**config.mk**
```make
export PLATFORM = sky130hd
export DESIGN_NAME = adm_error_monitor
export DESIGN_NICKNAME = d
export VERILOG_FILES = /design/src/rtl/adm_unused_placeholder.v /design/src/rtl/adm_error_monitor.v
export VERILOG_INCLUDE_DIRS = /design/src /design/src/rtl
export SDC_FILE = /design/constraint.sdc
export NUM_CORES = 1
export LEC_CHECK = 0
export BUFFER_PORTS_ARGS = -buffer_cell sky130_fd_sc_hd__buf_2
export CORE_ASPECT_RATIO = 1.25
export CORE_MARGIN = 3
export CORE_UTILIZATION = 55
export DETAILED_ROUTE_END_ITERATION = 7
export GPL_TIMING_DRIVEN = 0
export PLACE_DENSITY = 0.85
export RECOVER_POWER = 25
export SLEW_MARGIN = 20
export SYNTH_ARGS = -nofsm -noshare
export SYNTH_HDL_FRONTEND = slang
export SYNTH_SLANG_ARGS = --single-unit
export TNS_END_PERCENT = 50
```
**constraint.sdc**
```tcl
create_clock -name CORE_CLK -period 5.7 [get_ports CORE_CLK]
set_input_delay 0.285 -clock CORE_CLK [delete_from_list [all_inputs] [get_ports CORE_CLK]]
set_output_delay 0.285 -clock CORE_CLK [all_outputs]
set_load 0.05 [all_outputs]
```
**src/rtl/adm_map.vh**
```
/*
 * Register offsets, field positions, reset values and timing counts of the
 * ADC diagnostic error monitor.
 * Assumes a byte-addressed register port with 32-bit words on aligned offsets.
 */
`ifndef ADM_MAP_VH
`define ADM_MAP_VH

// Register byte offsets
`define ADM_ADDR_W 8
`define ADM_OFF_ERR_EN 8'h00
`define ADM_OFF_ERR_FLAGS 8'h04
`define ADM_OFF_STATUS 8'h08
`define ADM_OFF_CLK_COUNT 8'h0c
`define ADM_OFF_CHAN_SEL 8'h10
`define ADM_OFF_OFFSET 8'h14
`define ADM_OFF_GAIN 8'h18
`define ADM_OFF_DATA 8'h1c
`define ADM_STAT_SUMMARY 0
`define ADM_WORD_ZERO 32'h00000000

// Enable register fields
`define ADM_EN_W 6
`define ADM_EN_REF_LOSS 0
`define ADM_EN_CONV 1
`define ADM_EN_POS_IN 2
`define ADM_EN_NEG_IN 3
`define ADM_EN_REF_RANGE 4
`define ADM_EN_CLK_COUNT 5
`define ADM_EN_RESET 6'h00

// Error flag register fields
`define ADM_FLAG_W 5
`define ADM_FLAG_REF_LOSS 0
`define ADM_FLAG_CONV 1
`define ADM_FLAG_POS_IN 2
`define ADM_FLAG_NEG_IN 3
`define ADM_FLAG_REF_RANGE 4
`define ADM_FLAG_RESET 5'h00

// Channel select register: input code in bits 1:0, external reference in bit 4
`define ADM_SEL_CODE_HI 1
`define ADM_SEL_CODE_LO 0
`define ADM_SEL_EXT_REF 4
`define ADM_SEL_W 5
`define ADM_SEL_RESET 5'h00
`define ADM_CODE_NORMAL 2'h0
`define ADM_CODE_AVDD 2'h1
`define ADM_CODE_IOVDD 2'h2
`define ADM_CODE_TEST 2'h3

// Data path widths, limits and resets
`define ADM_DATA_W 24
`define ADM_DATA_ZERO 24'h000000
`define ADM_DATA_ONES 24'hffffff
`define ADM_OFFSET_MIN 24'h07ffff
`define ADM_OFFSET_MAX 24'hf7ffff
`define ADM_OFFSET_RESET 24'h800000
`define ADM_GAIN_RESET 24'h555555

// Modulator saturation run length
`define ADM_RUN_W 5
`define ADM_RUN_LIMIT 5'h14
`define ADM_RUN_ONE 5'h01
`define ADM_RUN_ZERO 5'h00

// Controller clock counter
`define ADM_CLK_DIV_W 8
`define ADM_CLK_DIV_LAST 8'h82
`define ADM_CLK_DIV_ZERO 8'h00
`define ADM_CLK_DIV_STEP 8'h01
`define ADM_CLK_COUNT_W 16
`define ADM_CLK_COUNT_ZERO 16'h0000
`define ADM_CLK_COUNT_STEP 16'h0001

// Analog comparator inputs, synchronised as one vector
`define ADM_ASYNC_W 8
`define ADM_ASYNC_ZERO 8'h00
`define ADM_ASYNC_REF_BELOW 0
`define ADM_ASYNC_REF_POS_OPEN 1
`define ADM_ASYNC_REF_NEG_OPEN 2
`define ADM_ASYNC_POS_RANGE 3
`define ADM_ASYNC_NEG_RANGE 4
`define ADM_ASYNC_REF_POS_HIGH 5
`define ADM_ASYNC_REF_NEG_LOW 6
`define ADM_ASYNC_STANDBY 7

`endif

```
**src/rtl/adm_unused_placeholder.v**
```verilog
/*
 * Intentionally empty companion file; holds no logic.
 * Assumes nothing.
 */
`default_nettype none
`default_nettype wire

```
**src/rtl/adm_error_monitor.v**
```verilog
/*
 * ADC diagnostic error monitor: reference loss, conversion and calibration
 * errors, input and reference range flags, test and supply input selection,
 * and the controller clock counter, with a simple register port.
 * Assumes analog comparators drive asynchronous levels, and that the
 * modulator, filter and calibration logic run on CORE_CLK.
 */
// Added by the designer: the address map and strobed register access.
`default_nettype none
`include "adm_map.vh"

// How it works
// - Flag reference loss on low or open external reference
// - Reference loss also raises summary error bit
// - Conversion flag and offset discard only when enabled
// - Filter overflow flags error, clamps result
// - Twenty identical modulator bits flag error
// - Out-of-range offset coefficient discarded, flagged
// - Gain calibration overflow discards gain, flags
// - Conversion flag updates with data or calibration result, W1C
// - Separate enables and flags per analog input
// - One reference range flag for both pins
// - Range flags set when enabled, W1C
// - Supply selection routes supply through divide-by-six
// - Test code applies internal test signal
// - Clock count steps once per 131 cycles
// - Clock count wraps to zero
module adm_error_monitor (
  input wire CORE_CLK,
  input wire RESET_N,
  input wire [`ADM_ADDR_W-1:0] REG_ADDR,
  input wire [31:0] REG_WDATA,
  input wire REG_WR,
  input wire REG_RD,
  output reg [31:0] REG_RDATA,
  input wire REF_BELOW_THRESHOLD,
  input wire REF_POS_OPEN,
  input wire REF_NEG_OPEN,
  input wire POS_INPUT_OUT_OF_RANGE,
  input wire NEG_INPUT_OUT_OF_RANGE,
  input wire REF_POS_ABOVE_SUPPLY,
  input wire REF_NEG_BELOW_SUPPLY,
  input wire STANDBY_EXIT,
  input wire MOD_BIT,
  input wire MOD_BIT_VALID,
  input wire [`ADM_DATA_W-1:0] FILTER_RESULT,
  input wire FILTER_VALID,
  input wire FILTER_OVERFLOW,
  input wire FILTER_UNDERFLOW,
  input wire OFFSET_CAL_DONE,
  input wire [`ADM_DATA_W-1:0] OFFSET_CAL_COEFF,
  input wire GAIN_CAL_DONE,
  input wire [`ADM_DATA_W-1:0] GAIN_CAL_COEFF,
  input wire GAIN_CAL_OVERFLOW,
  output reg EXTERNAL_REFERENCE_SELECT,
  output reg SUPPLY_AVDD_SELECT,
  output reg SUPPLY_IOVDD_SELECT,
  output reg SUPPLY_ATTENUATOR_ENABLE,
  output reg TEST_SIGNAL_POSITIVE_SELECT,
  output reg TEST_SIGNAL_NEGATIVE_SELECT,
  output reg [`ADM_DATA_W-1:0] CONVERSION_DATA,
  output reg [`ADM_DATA_W-1:0] OFFSET_COEFF,
  output reg [`ADM_DATA_W-1:0] GAIN_COEFF,
  output reg ERROR_SUMMARY
);

  reg [`ADM_EN_W-1:0] enable_r;
  reg [`ADM_FLAG_W-1:0] flags_r;
  reg [`ADM_FLAG_W-1:0] flags_nxt;
  reg [`ADM_SEL_W-1:0] chan_sel_r;
  reg [`ADM_ASYNC_W-1:0] sync1_r;
  reg [`ADM_ASYNC_W-1:0] sync2_r;
  reg [`ADM_RUN_W-1:0] run_cnt_r;
  reg [`ADM_RUN_W-1:0] run_cnt_nxt;
  reg last_bit_r;
  reg sat_pending_r;
  reg sat_pending_nxt;
  reg [`ADM_CLK_DIV_W-1:0] div_r;
  reg [`ADM_CLK_COUNT_W-1:0] clk_count_r;
  reg [`ADM_FLAG_W-1:0] clear_mask;
  reg [`ADM_FLAG_W-1:0] set_mask;
  reg [31:0] rd_nxt;

  wire [`ADM_ASYNC_W-1:0] async_in;
  wire ref_below_s;
  wire ref_pos_open_s;
  wire ref_neg_open_s;
  wire pos_range_s;
  wire neg_range_s;
  wire ref_pos_high_s;
  wire ref_neg_low_s;
  wire standby_exit_s;
  wire conv_en;
  wire offset_bad;
  wire div_tick;
  wire [1:0] sel_code;
  wire offset_drop;
  wire ref_loss_cond;
  wire filter_fault;
  wire cal_fault;
  wire flag_wr;
  wire offset_wr;
  wire gain_wr;

  // Comparator levels gathered for one synchroniser
  assign async_in = {STANDBY_EXIT, REF_NEG_BELOW_SUPPLY, REF_POS_ABOVE_SUPPLY,
                     NEG_INPUT_OUT_OF_RANGE, POS_INPUT_OUT_OF_RANGE,
                     REF_NEG_OPEN, REF_POS_OPEN, REF_BELOW_THRESHOLD};

  // Two-stage synchroniser for the comparator levels
  always @(posedge CORE_CLK or negedge RESET_N) begin
    if (!RESET_N) begin
      sync1_r <= `ADM_ASYNC_ZERO;
      sync2_r <= `ADM_ASYNC_ZERO;
    end else begin
      sync1_r <= async_in;
      sync2_r <= sync1_r;
    end
  end

  // Synchronised condition names
  assign ref_below_s = sync2_r[`ADM_ASYNC_REF_BELOW];
  assign ref_pos_open_s = sync2_r[`ADM_ASYNC_REF_POS_OPEN];
  assign ref_neg_open_s = sync2_r[`ADM_ASYNC_REF_NEG_OPEN];
  assign pos_range_s = sync2_r[`ADM_ASYNC_POS_RANGE];
  assign neg_range_s = sync2_r[`ADM_ASYNC_NEG_RANGE];
  assign ref_pos_high_s = sync2_r[`ADM_ASYNC_REF_POS_HIGH];
  assign ref_neg_low_s = sync2_r[`ADM_ASYNC_REF_NEG_LOW];
  assign standby_exit_s = sync2_r[`ADM_ASYNC_STANDBY];

  // Decoded enables, channel code and offset range test
  assign conv_en = enable_r[`ADM_EN_CONV];
  assign sel_code = chan_sel_r[`ADM_SEL_CODE_HI:`ADM_SEL_CODE_LO];
  assign offset_bad = (OFFSET_CAL_COEFF < `ADM_OFFSET_MIN) ||
                      (OFFSET_CAL_COEFF > `ADM_OFFSET_MAX);

  // An out-of-range offset result is dropped only while checks run
  assign offset_drop = conv_en && offset_bad;

  // Reference loss: low differential or either reference pin open
  assign ref_loss_cond = ref_below_s || ref_pos_open_s || ref_neg_open_s;

  // Filter range faults and pending saturation commit with a data update
  assign filter_fault = FILTER_VALID &&
                        (FILTER_OVERFLOW || FILTER_UNDERFLOW || sat_pending_r);

  // Calibration faults: offset out of range or gain overflow
  assign cal_fault = (OFFSET_CAL_DONE && offset_bad) ||
                     (GAIN_CAL_DONE && GAIN_CAL_OVERFLOW);

  // Host write decodes
  assign flag_wr = REG_WR && (REG_ADDR == `ADM_OFF_ERR_FLAGS);
  assign offset_wr = REG_WR && (REG_ADDR == `ADM_OFF_OFFSET);
  assign gain_wr = REG_WR && (REG_ADDR == `ADM_OFF_GAIN);

  // Modulator run length of identical bits
  always @* begin
    run_cnt_nxt = run_cnt_r;
    if (MOD_BIT_VALID) begin
      if (MOD_BIT == last_bit_r && run_cnt_r != `ADM_RUN_ZERO) begin
        if (run_cnt_r < `ADM_RUN_LIMIT) begin
          run_cnt_nxt = run_cnt_r + `ADM_RUN_ONE;
        end
      end else begin
        run_cnt_nxt = `ADM_RUN_ONE;
      end
    end
  end

  // Saturation is held until the next data update commits it
  always @* begin
    sat_pending_nxt = sat_pending_r;
    if (FILTER_VALID) begin
      sat_pending_nxt = 1'b0;
    end
    if (MOD_BIT_VALID && conv_en && run_cnt_nxt == `ADM_RUN_LIMIT) begin
      sat_pending_nxt = 1'b1;
    end
  end

  // Hardware set events for each flag
  always @* begin
    set_mask = `ADM_FLAG_RESET;
    set_mask[`ADM_FLAG_REF_LOSS] = enable_r[`ADM_EN_REF_LOSS] &&
      chan_sel_r[`ADM_SEL_EXT_REF] && ref_loss_cond;
    set_mask[`ADM_FLAG_CONV] = conv_en && (filter_fault || cal_fault);
    set_mask[`ADM_FLAG_POS_IN] = enable_r[`ADM_EN_POS_IN] && pos_range_s;
    set_mask[`ADM_FLAG_NEG_IN] = enable_r[`ADM_EN_NEG_IN] && neg_range_s;
    set_mask[`ADM_FLAG_REF_RANGE] = enable_r[`ADM_EN_REF_RANGE] &&
      (ref_pos_high_s || ref_neg_low_s);
  end

  // Write-one-to-clear, with a same-cycle set taking priority
  always @* begin
    clear_mask = `ADM_FLAG_RESET;
    if (flag_wr) begin
      clear_mask = REG_WDATA[`ADM_FLAG_W-1:0];
    end
    flags_nxt = (flags_r & ~clear_mask) | set_mask;
  end

  // Flags, summary bit and modulator tracking
  always @(posedge CORE_CLK or negedge RESET_N) begin
    if (!RESET_N) begin
      flags_r <= `ADM_FLAG_RESET;
      ERROR_SUMMARY <= 1'b0;
      run_cnt_r <= `ADM_RUN_ZERO;
      last_bit_r <= 1'b0;
      sat_pending_r <= 1'b0;
    end else begin
      flags_r <= flags_nxt;
      ERROR_SUMMARY <= |flags_nxt;
      run_cnt_r <= run_cnt_nxt;
      if (MOD_BIT_VALID) begin
        last_bit_r <= MOD_BIT;
      end
      sat_pending_r <= sat_pending_nxt;
    end
  end

  // Conversion result with clamp on filter range faults
  always @(posedge CORE_CLK or negedge RESET_N) begin
    if (!RESET_N) begin
      CONVERSION_DATA <= `ADM_DATA_ZERO;
    end else if (FILTER_VALID) begin
      if (FILTER_OVERFLOW) begin
        CONVERSION_DATA <= `ADM_DATA_ONES;
      end else if (FILTER_UNDERFLOW) begin
        CONVERSION_DATA <= `ADM_DATA_ZERO;
      end else begin
        CONVERSION_DATA <= FILTER_RESULT;
      end
    end
  end

  // Calibration coefficients; host writes and good results load them
  always @(posedge CORE_CLK or negedge RESET_N) begin
    if (!RESET_N) begin
      OFFSET_COEFF <= `ADM_OFFSET_RESET;
      GAIN_COEFF <= `ADM_GAIN_RESET;
    end else begin
      if (OFFSET_CAL_DONE) begin
        if (!offset_drop) begin
          OFFSET_COEFF <= OFFSET_CAL_COEFF;
        end
      end else if (offset_wr) begin
        OFFSET_COEFF <= REG_WDATA[`ADM_DATA_W-1:0];
      end
      if (GAIN_CAL_DONE) begin
        if (!GAIN_CAL_OVERFLOW) begin
          GAIN_COEFF <= GAIN_CAL_COEFF;
        end
      end else if (gain_wr) begin
        GAIN_COEFF <= REG_WDATA[`ADM_DATA_W-1:0];
      end
    end
  end

  // Enable and channel select registers
  always @(posedge CORE_CLK or negedge RESET_N) begin
    if (!RESET_N) begin
      enable_r <= `ADM_EN_RESET;
      chan_sel_r <= `ADM_SEL_RESET;
    end else if (REG_WR) begin
      if (REG_ADDR == `ADM_OFF_ERR_EN) begin
        enable_r <= REG_WDATA[`ADM_EN_W-1:0];
      end
      if (REG_ADDR == `ADM_OFF_CHAN_SEL) begin
        chan_sel_r <= REG_WDATA[`ADM_SEL_W-1:0];
      end
    end
  end

  // Analog routing controls decoded from the channel select
  always @(posedge CORE_CLK or negedge RESET_N) begin
    if (!RESET_N) begin
      EXTERNAL_REFERENCE_SELECT <= 1'b0;
      SUPPLY_AVDD_SELECT <= 1'b0;
      SUPPLY_IOVDD_SELECT <= 1'b0;
      SUPPLY_ATTENUATOR_ENABLE <= 1'b0;
      TEST_SIGNAL_POSITIVE_SELECT <= 1'b0;
      TEST_SIGNAL_NEGATIVE_SELECT <= 1'b0;
    end else begin
      EXTERNAL_REFERENCE_SELECT <= chan_sel_r[`ADM_SEL_EXT_REF];
      SUPPLY_AVDD_SELECT <= (sel_code == `ADM_CODE_AVDD);
      SUPPLY_IOVDD_SELECT <= (sel_code == `ADM_CODE_IOVDD);
      SUPPLY_ATTENUATOR_ENABLE <= (sel_code == `ADM_CODE_AVDD) ||
                                  (sel_code == `ADM_CODE_IOVDD);
      TEST_SIGNAL_POSITIVE_SELECT <= (sel_code == `ADM_CODE_TEST);
      TEST_SIGNAL_NEGATIVE_SELECT <= (sel_code == `ADM_CODE_TEST);
    end
  end

  // Divider wraps after its last count
  assign div_tick = (div_r == `ADM_CLK_DIV_LAST);

  // Controller clock counter: one step per 131 cycles, wrapping
  always @(posedge CORE_CLK or negedge RESET_N) begin
    if (!RESET_N) begin
      div_r <= `ADM_CLK_DIV_ZERO;
      clk_count_r <= `ADM_CLK_COUNT_ZERO;
    end else if (enable_r[`ADM_EN_CLK_COUNT]) begin
      if (div_tick) begin
        div_r <= `ADM_CLK_DIV_ZERO;
        clk_count_r <= clk_count_r + `ADM_CLK_COUNT_STEP;
      end else begin
        div_r <= div_r + `ADM_CLK_DIV_STEP;
      end
    end
  end

  // Read mux; unmapped offsets read as zero
  always @* begin
    rd_nxt = `ADM_WORD_ZERO;
    case (REG_ADDR)
      `ADM_OFF_ERR_EN: rd_nxt[`ADM_EN_W-1:0] = enable_r;
      `ADM_OFF_ERR_FLAGS: rd_nxt[`ADM_FLAG_W-1:0] = flags_r;
      `ADM_OFF_STATUS: rd_nxt[`ADM_STAT_SUMMARY] = ERROR_SUMMARY;
      `ADM_OFF_CLK_COUNT: rd_nxt[`ADM_CLK_COUNT_W-1:0] = clk_count_r;
      `ADM_OFF_CHAN_SEL: rd_nxt[`ADM_SEL_W-1:0] = chan_sel_r;
      `ADM_OFF_OFFSET: rd_nxt[`ADM_DATA_W-1:0] = OFFSET_COEFF;
      `ADM_OFF_GAIN: rd_nxt[`ADM_DATA_W-1:0] = GAIN_COEFF;
      `ADM_OFF_DATA: rd_nxt[`ADM_DATA_W-1:0] = CONVERSION_DATA;
      default: rd_nxt = `ADM_WORD_ZERO;
    endcase
  end

  // Read data stands one cycle after the strobe only
  always @(posedge CORE_CLK or negedge RESET_N) begin
    if (!RESET_N) begin
      REG_RDATA <= `ADM_WORD_ZERO;
    end else if (REG_RD) begin
      REG_RDATA <= rd_nxt;
    end else begin
      REG_RDATA <= `ADM_WORD_ZERO;
    end
  end

  // Standby exit is only observed so it passes the synchroniser cleanly
  wire unused_standby;
  assign unused_standby = standby_exit_s;

endmodule // adm_error_monitor
`default_nettype wire

```
==> results of run 1 <==
==> worst max-delay path, cell delays in order, from the launching register on <==
cell	delay [ps]
dfrtp_1	320
clkbuf_1	280
nor4b_1	600
and2_1	210
buf_2	210
and3_1	220
nand4_1	140
xnor2_1	160
==> per-layer routing <==
| layer | track usage (%) | part of all wire (%) |
|---|---|---|
| met2 | 52.3 | 51 |
| met4 | 13.5 | 3.7 |
| met5 | 0 | 0 |
| met1 | 37.6 | 36 |
| met3 | 7.21 | 9.3 |
==> registers in the layout (all words and copies together) (netlist names) <==
register and cells:
CONVERSION_DATA 24, ERROR_SUMMARY 1, EXTERNAL_REFERENCE_SELECT 1, GAIN_COEFF 24
OFFSET_COEFF 24, REG_RDATA 24, SUPPLY_ATTENUATOR_ENABLE 1, SUPPLY_AVDD_SELECT 1
SUPPLY_IOVDD_SELECT 1, TEST_SIGNAL_NEGATIVE_SELECT 1, chan_sel_r 5, clk_count_r 16
div_r 8, enable_r 6, flags_r 5, last_bit_r 1
run_cnt_r 5, sat_pending_r 1, sync1_r 7, sync2_r 7
==> power by group <==
part	leakage [nW]	internal, W	total [W]	switching (W)
clock	0.284	0.000678	0.00115	0.000468
sequential	2.00	0.00127	0.00137	0.000103
combinational	2.37	0.000234	0.000723	0.000489
total	4.65	0.00218	0.00324	0.00106
==> path summary, 6_finish.rpt <==
| kind | end | cells after the start | slack, ps | from |
|---|---|---|---|---|
| worst max-delay path | clk_count_r[6]$_DFFE_PN0P_ | 7 | 3450 | enable_r[5]$_DFFE_PN0P_ |
| worst min register to register | sync2_r[1]$_DFF_PN0_ | 0 | 350 | sync1_r[1]$_DFF_PN0_ |
| min in group asynchronous | div_r[5]$_DFFE_PN0P_ | 2 | 470 | RESET_N |
| worst max register to register | clk_count_r[6]$_DFFE_PN0P_ | 7 | 3450 | enable_r[5]$_DFFE_PN0P_ |
| worst min-delay path | last_bit_r$_DFFE_PN0P_ | 2 | 120 | MOD_BIT |
| max in group asynchronous | GAIN_COEFF[22]$_DFFE_PN1P_ | 3 | 4420 | RESET_N |
==> kinds of logic (layout without fill, tap and decap cells) <==
family | Yosys count | count (layout) | synth area share (%)
AOI/OAI and AO/OA | 146 | 146 | 11.6
xor gates and xnor gates | 24 | 24 | 2.73
adders and majority gates | 9 | 9 | 1.43
buffers and inverters | 64 | 324 | 3.83
DFF | 163 | 163 | 53.1
muxes | 112 | 112 | 16.2
other | 1 | 10 | 0.0486
and+or+nand+nor | 176 | 176 | 11.1
==> Yosys cell counts (all sizes together) (3+ instances only) <==
master	n	area [µm²]
nand3	16	80.1
clkbuf	25	93.8
mux2i	28	280
nor2	85	327
nand4	10	62.6
nand2	30	113
nand4b	3	26.3
ha	8	100
xnor2	18	158
a211oi	3	22.5
dfstp	13	342
mux2	82	923
and3	10	62.6
a22o	11	96.3
buf	26	153
nor3	5	36.3
nor2b	3	18.8
a22oi	17	128
a221oi	4	35.0
inv	12	45.0
nor4b	3	41.3
a21oi	86	434
o21ai	10	50.1
xor2	6	52.6
dfrtp	150	3750
==> what timing repair did <==
| action | CTS | global route |
|---|---|---|
| hold buffers | 8 | 0 |
| setup endpoints to repair | 0 | 0 |
| endpoints found under the hold margin | 94 | 0 |
==> through the flow <==
stage,total power [W],setup slack (ps)
2_1_floorplan,0.00186,3720
3_3_place_gp,0.00208,1950
3_5_place_dp,0.00210,3280
4_1_cts,0.00324,3550
5_1_grt,0.00336,3240
6_report,0.00324,3450
==> layout make-up <==
type / instances / area, µm²
antenna: 2 / 5.00
fill: 959 / 3700
buffer: 51 / 245
clock inverter: 12 / 131
tap: 171 / 214
multi-input combinational: 475 / 3350
sequential: 163 / 4100
inverter: 13 / 48.8
clock buffer: 20 / 467
timing repair buffer: 228 / 1210
==> flow_summary.yaml, run 1 <==
critical_path:
  required_ps: 6020
  crit_fanout: 9
  arrival_ps: 2570
  path_class: "reg2reg"
  startpoint_type: "register"
  worst_setup_path_end_kind: "register"
layout:
  syn_to_final_growth_pct: 26.6
  layout_commonest_cell: "buf_2"
  drive_gt1_share_pct: 36.7
  layout_common_cells: "224 x buf_2, 150 x dfrtp_1, 85 x a21oi_1, 84 x nor2_1, 62 x mux2_2"
  nets: 1089
  instances_no_fill: 1135
  design_area_um2: 9770
  fin_util_pct: 72.5
yosys:
  ys_async_sr_fraction_pct: 100
  synth.yosys.seq_area_share_pct: 53.1
  synthCells: 695
  synth_flop_cell: "dfrtp_1"
  ys.warnings.count: 0
  synth.cell_area_um2: 7710
  syn_area_per_cell_um2: 11.1
  synth_cell_type_count: 56
  synth-seq-cells: 163
  synth-edff-count: 0
die:
  initial_core_util_pct: 57.3
  ios: 243
  core-area_um2: 13500
  die-area_um2: 15500
  die_h_um: 138
  rows: 47
  die_x_um: 112
pwr:
  powerDensity_nw_per_um2: 332
  ir_drop_mv: 0.250
  p_leak_nw: 4.65
sta:
  drv_slew: 0
  clock_skew_ps: 7.88
  layout_worst_path_cycle_share_pct: 39.5
  setup_viol: 0
  hold_viol: 0
  worstMarginPinSlew_ps: 940
  rsz0062_at_grt: "false"
  whs_ps: 116
  tns_ps: 0
  min_period_ps: 2250
  max_freq_mhz: 444
  relSlewSlack_pct: 37.3
hold_path:
  worstHoldPathType: "in2reg"
clocking:
  cts_tree: "done"
  post_cts_buffers: 0
  cts.sinks: 163
  clkTransAtPathRegs_ps: 60
  ctsResizeCount: 0
  cts.path.max_buffers: 2
  cts-root-buf: "clkbuf_16"
  htree_num_levels: 4
  cts_buffers: 17
  clkLatencyLatePin_ps: 430
grt:
  grt_pass1_vias: 6784
  antenna_found_initial: 2
  overflow: 0
  grt_pass1_wl_mm: 36.9
  grt_max_degree: 97
  grt_use_total_pct: 30.9
placed_design:
  io_buffers: 219
  gp_congestion: 0.882
  dp.cells: 1093
  hpwl_mm: 17.5
  place_area_um2: 9090
routing:
  drt_wl_total_mm: 23.9
  avgRoutedWirePerCell_um: 21.1
  ant_nets: 0
  drt-initial-drc-count: 749
  vias_per_cell: 5.95
  drc: 0
  firstDrtPassIters: 5
  num_vias: 6748
status:
  status: "complete, no violations"
flow_run:
  maxCapViolations: 0
No activity file was read; power rests on OpenSTA's default activity.
==> inputs of run 2 (changes only) <==
- CORE_UTILIZATION: 55 -> 51
- PLACE_DENSITY: 0.85 -> 0.8
- clock period: 5.7 -> 2.33 ns (I/O delays scaled with it)
==> run 2 against run 1 <==
  * Hold slack got worse by 110 ps
  * Clock skew grew 2.6 ps
  * Total power rose to 2.6 times the previous value
  * Maximum frequency increased by 3.8%
  * Cell count is 4.1% higher
  * The run now ends with max-capacitance violations, max-slew violations left
  * Sequential share of layout area shrank 1.9 points
  * Combinational power rose to 2.5 times the previous value
  * Cell area grew 4.7%
  * Clock power increased to 2.7 times the previous value
  * Flip-flop and latch count stayed put
  * Count of clock-buffer cells in the layout down 1
  * Largest power group unchanged
  * Highest routed layer unchanged
==> flow_summary.yaml, run 2 (synthesis results as in run 1) <==
critical_path:
  path_class: "reg2reg"
  reg2reg_to: "clk_count_r[15]$_DFFE_PN0P_"
  rr_startpoint: "div_r[0]$_DFFE_PN0P_"
  startpoint_type: "register"
  reg2reg_slack_ps: 160
  worst_setup_path_end_kind: "register"
  required_ps: 2650
  crit_fanout: 6
  arrival_ps: 2490
  r2r_cells: 7
die:
  ios: 243
  rows: 49
  core-area_um2: 14600
  die-area_um2: 16600
  die_h_um: 143
  initial_core_util_pct: 52.9
  die_x_um: 116
clocking:
  htree_num_levels: 4
  clkTransAtPathRegs_ps: 70
  cts.sinks: 163
  cts-root-buf: "clkbuf_16"
  cts.path.max_buffers: 2
  ctsResizeCount: 0
  cts_tree: "done"
  cts_buffers: 17
  post_cts_buffers: 0
  clkLatencyLatePin_ps: 430
sta:
  layout_worst_path_cycle_share_pct: 93.0
  clock_skew_ps: 10.5
  setup_viol: 0
  tns_ps: 0
  hold_viol: 0
  relSlewSlack_pct: -25.5
  max_freq_mhz: 461
  min_period_ps: 2170
  worstMarginPinSlew_ps: 1880
  drv_slew: 81
  rsz0062_at_grt: "false"
  whs_ps: 3.96
  setup_slack_ps: 162
placed_design:
  gp_congestion: 0.932
  hpwl_mm: 17.4
  io_buffers: 219
  dp_slack_ps: 59.0
pwr:
  powerDensity_nw_per_um2: 812
  ir_drop_mv: 0.461
  total_power_w: 0.00831
  p_leak_nw: 4.85
hold_path:
  worstHoldPathType: "in2reg"
  hold_path_depth: 3
  hold_start: "REG_WDATA[17]"
  hold_end: "GAIN_COEFF[17]$_DFFE_PN0P_"
routing:
  dr_wl_met3_mm: 2.14
  ant_nets: 0
  drt_wl_total_mm: 24.5
  drc: 0
  vias_per_cell: 5.82
  firstDrtPassIters: 5
  avgRoutedWirePerCell_um: 20.7
  dr.max_layer_used: "met4"
  met2_length_mm: 12.4
  num_vias: 6868
  wl_met1_mm: 9.02
  drt-initial-drc-count: 519
grt:
  overflow: 0
  grt_pass1_wl_mm: 37.6
  grt_use_total_pct: 29.8
  grt_pass1_vias: 6972
  grt_max_degree: 84
  antenna_found_initial: 1
layout:
  drive_gt1_share_pct: 35.3
  fillers: 1127
  nets: 1129
  layout_common_cells: "226 x buf_2, 150 x dfrtp_1, 85 x a21oi_1, 84 x nor2_1, 62 x mux2_2"
  syn_to_final_growth_pct: 32.6
  layout_commonest_cell: "buf_2"
status:
  violations: "max-capacitance violations, max-slew violations"
  status: "finished, violations left"
flow_run:
  maxCapViolations: 1
[run 2: cell count changes in the layout (fill, tap and decap cells not counted), sizes merged]
cell	delta
dlygate4sd3	+40
buf	+1
clkinvlp	-2
inv	+2
clkinv	-3
bufinv	+3
clkbuf	-2
[run 2: routing by layer]
layer | vias to the layer above | GRT usage (%)
li1 | 3064 | -
met4 | 0 | 12.4
met3 | 72 | 8.17
met2 | 398 | 50.5
met5 | - | 0
met1 | 3334 | 35.7
[run 2: worst max-delay path by stage]
stage,start,to,depth (start not counted)
global route,enable_r[5]$_DFFE_PN0P_,clk_count_r[15]$_DFFE_PN0P_,6
finish,div_r[0]$_DFFE_PN0P_,clk_count_r[15]$_DFFE_PN0P_,7
CTS,div_r[0]$_DFFE_PN0P_,clk_count_r[15]$_DFFE_PN0P_,7
global placement,RESET_N,OFFSET_COEFF[18]$_DFFE_PN0P_,1
detailed placement,REG_ADDR[3],REG_RDATA[4]$_DFF_PN0_,7
floorplan,REG_ADDR[0],OFFSET_COEFF[10]$_DFFE_PN0P_,6
[run 2: final cells by class]
class	count	area, µm²	share of cell area [%]
multi-input cells	475	3350	32.7
repair buffers	268	1600	15.7
flip-flops and latches	163	4100	40.1
clock inverters	12	201	1.97
plain buffers	51	246	2.41
clock buffers	19	453	4.43
inverters	13	48.8	0.477
diodes	2	5.00	0.0490
well taps	178	223	2.18
[run 2: where the power goes]
group	internal, W	switching [W]	total (W)
Sequential	0.00311	0.000251	0.00336
Clock	0.00196	0.00116	0.00311
Combinational	0.000618	0.00121	0.00183
[run 2: repair_timing]
action | 4_1_cts | 5_1_grt
hold endpoints to repair | 114 | 0
setup endpoints to repair | 0 | 0
hold buffers | 48 | 0
[run 2: critical path, stage by stage (launching register included)]
cell and delay [ps]:
dfrtp_1 450, inv_1 90, ha_1 130, nor4bb_1 450, nand3_1 280, nor2_1 340
nand3_1 150, xnor2_1 150
[run 2: per-stage QoR]
step                cell area, µm²  util (%)  cells
floorplan                     7740         -    702
global placement              9060      62.1   1099
detailed placement            9090      62.3   1100
CTS                          10200      70.1   1179
global route                 10200      70.0   1180
finish                       10200      70.1   1181
==> inputs of run 3 (changes only) <==
- HOLD_SLACK_MARGIN: default -> 0.08
==> run 3 against run 2 <==
  * Clock skew rose by 2.7 ps
  * Core utilization rose by 4.9 points
  * Sequential power barely moved
  * Critical path type is now in2reg
  * The run still ends with max-capacitance violations, max-slew violations left
  * Non-clock buffer count rose by 70
  * Flip-flop and latch count did not move
  * Count of clock-buffer cells in the layout did not move
  * Total power rose by 2.4%
  * Hold slack improved by 100 ps
==> flow_summary.yaml, run 3 (synthesis results as in run 1) <==
status:
  status: "finished, violations left"
  violations: "max-capacitance violations, max-slew violations"
clocking:
  cts_buffers: 17
  cts.sinks: 163
  cts.path.max_buffers: 2
  post_cts_buffers: 0
  clkTransAtPathRegs_ps: 70
  cts-root-buf: "clkbuf_16"
  htree_num_levels: 4
  cts_tree: "done"
  clkLatencyLatePin_ps: 440
die:
  die-area_um2: 16600
  initial_core_util_pct: 52.9
  core-area_um2: 14600
  die_x_um: 116
  rows: 49
  ios: 243
  die_h_um: 143
layout:
  layout_commonest_cell: "buf_2"
  nets: 1199
  layout_common_cells: "226 x buf_2, 150 x dfrtp_1, 118 x dlygate4sd3_1, 85 x a21oi_1, 84 x nor2_1"
  fin_util_pct: 75.0
  syn_to_final_growth_pct: 41.8
  drive_gt1_share_pct: 33.1
hold_path:
  worstHoldPathType: "in2reg"
pwr:
  combPwrFrac_pct: 23.3
  power.switching_w: 0.00272
  switching_share_pct: 32.0
  ir_drop_mv: 0.536
  p_seq_share_pct: 39.7
  powerDensity_nw_per_um2: 777
  intPower_w: 0.00578
  power_frac_clock_pct: 37.0
  p_leak_nw: 5.14
grt:
  gr-usage-met2_pct: 56.1
  grt_use_total_pct: 33.5
  grt_pass1_wl_mm: 42.1
  grtUsageMet1_pct: 37.9
  busiest_layer: "met2"
  overflow: 0
  antenna_found_initial: 2
  gr-usage-met3_pct: 9.18
  grt_pass1_vias: 7814
  grt_max_degree: 84
placed_design:
  gp_congestion: 0.932
  dp_slack_ps: 59.0
  io_buffers: 219
  hpwl_mm: 17.4
sta:
  clock_skew_ps: 13.2
  worstMarginPinSlew_ps: 1870
  min_period_ps: 2220
  setup_slack_ps: 114
  setup_viol: 0
  layout_worst_path_cycle_share_pct: 95.1
  rsz0062_at_grt: "false"
  relSlewSlack_pct: -24.6
  hold_viol: 0
  max_freq_mhz: 451
  drv_slew: 81
critical_path:
  arrival_ps: 2540
  path_delay_family: "buffers and inverters"
  startpoint_type: "input port"
  cp_slowest_cell: "clkbuf_1"
  crit_buf_inv: 3
  path_cells: "clkbuf_1, clkbuf_1, mux2_2, dlygate4sd3_1, mux2_1"
  max_stage_delay_ps: 710
  reg2reg_slack_ps: 130
  worst_setup_path_end_kind: "register"
  required_ps: 2650
  path_class: "in2reg"
  crit_fanout: 10
  cpMostUsedCell: "clkbuf_1"
routing:
  drt-initial-drc-count: 694
  drt_wl_total_mm: 27.8
  avgRoutedWirePerCell_um: 22.2
  drc: 0
  firstDrtPassIters: 5
  ant_nets: 0
  vias_per_cell: 5.98
  num_vias: 7489
flow_run:
  maxCapViolations: 1
[run 3: metrics by stage]
| step | total power, W | setup TNS, ps | instance area (µm²) | std cells | hold WS [ps] |
|---|---|---|---|---|---|
| after floorplan | 0.00455 | 0 | 7740 | 702 | -179 |
| after global placement | 0.00509 | -198700 | 9060 | 1099 | 225 |
| after detailed placement | 0.00514 | 0 | 9090 | 1100 | 144 |
| after CTS | 0.00842 | 0 | 10900 | 1249 | 80.2 |
| after global routing | 0.00877 | 0 | 10900 | 1251 | 95.0 |
| final | 0.00850 | 0 | 10900 | 1252 | 106 |
[run 3: power by group through the flow]
stage	combinational [W]	sequential [W]	clock (W)
finish	0.00198	0.00338	0.00314
CTS	0.00193	0.00335	0.00314
global placement	0.00171	0.00339	0
floorplan	0.000649	0.00390	0
detailed placement	0.00175	0.00340	0
global route	0.00210	0.00340	0.00326
[run 3: final cells by class]
| cell class | count | area, µm² |
|---|---|---|
| fill | 965 | 3650 |
| clock inverter | 12 | 201 |
| multi-input combinational | 475 | 3360 |
| sequential | 163 | 4100 |
| clock buffer | 19 | 453 |
| tap | 178 | 223 |
| timing repair buffer | 338 | 2300 |
| buffer | 51 | 246 |
| antenna | 3 | 7.51 |
| inverter | 13 | 48.8 |
[run 3: what timing repair did]
action | 4_1_cts | 5_1_grt
hold buffers | 118 | 0
gates resized for setup | 0 | 2
hold endpoints to repair | 169 | 0
setup endpoints to repair | 0 | 1
[run 3: per-layer routing]
metal  vias up  part of all wire (%)  wire, µm
met3       133                   8.7      2410
li1       3200                     -         -
met5         -                     0         0
met1      3667                    35      9660
met4         0                   6.1      1710
met2       489                    50     14000
[run 3: worst min-delay path, cell delays in order]
cell and delay, ps:
buf_2 120, mux2_2 140, mux2_2 130
[run 3: final timing paths]
path | from | endpoint | cells after the start
max in group asynchronous | RESET_N | GAIN_COEFF[20]$_DFFE_PN1P_ | 3
max reg2reg | div_r[0]$_DFFE_PN0P_ | clk_count_r[15]$_DFFE_PN0P_ | 7
min in group asynchronous | RESET_N | div_r[4]$_DFFE_PN0P_ | 2
max | OFFSET_CAL_DONE | OFFSET_COEFF[9]$_DFFE_PN0P_ | 5
min reg2reg | sync1_r[4]$_DFF_PN0_ | sync2_r[4]$_DFF_PN0_ | 0
min | OFFSET_CAL_COEFF[2] | OFFSET_COEFF[2]$_DFFE_PN0P_ | 3
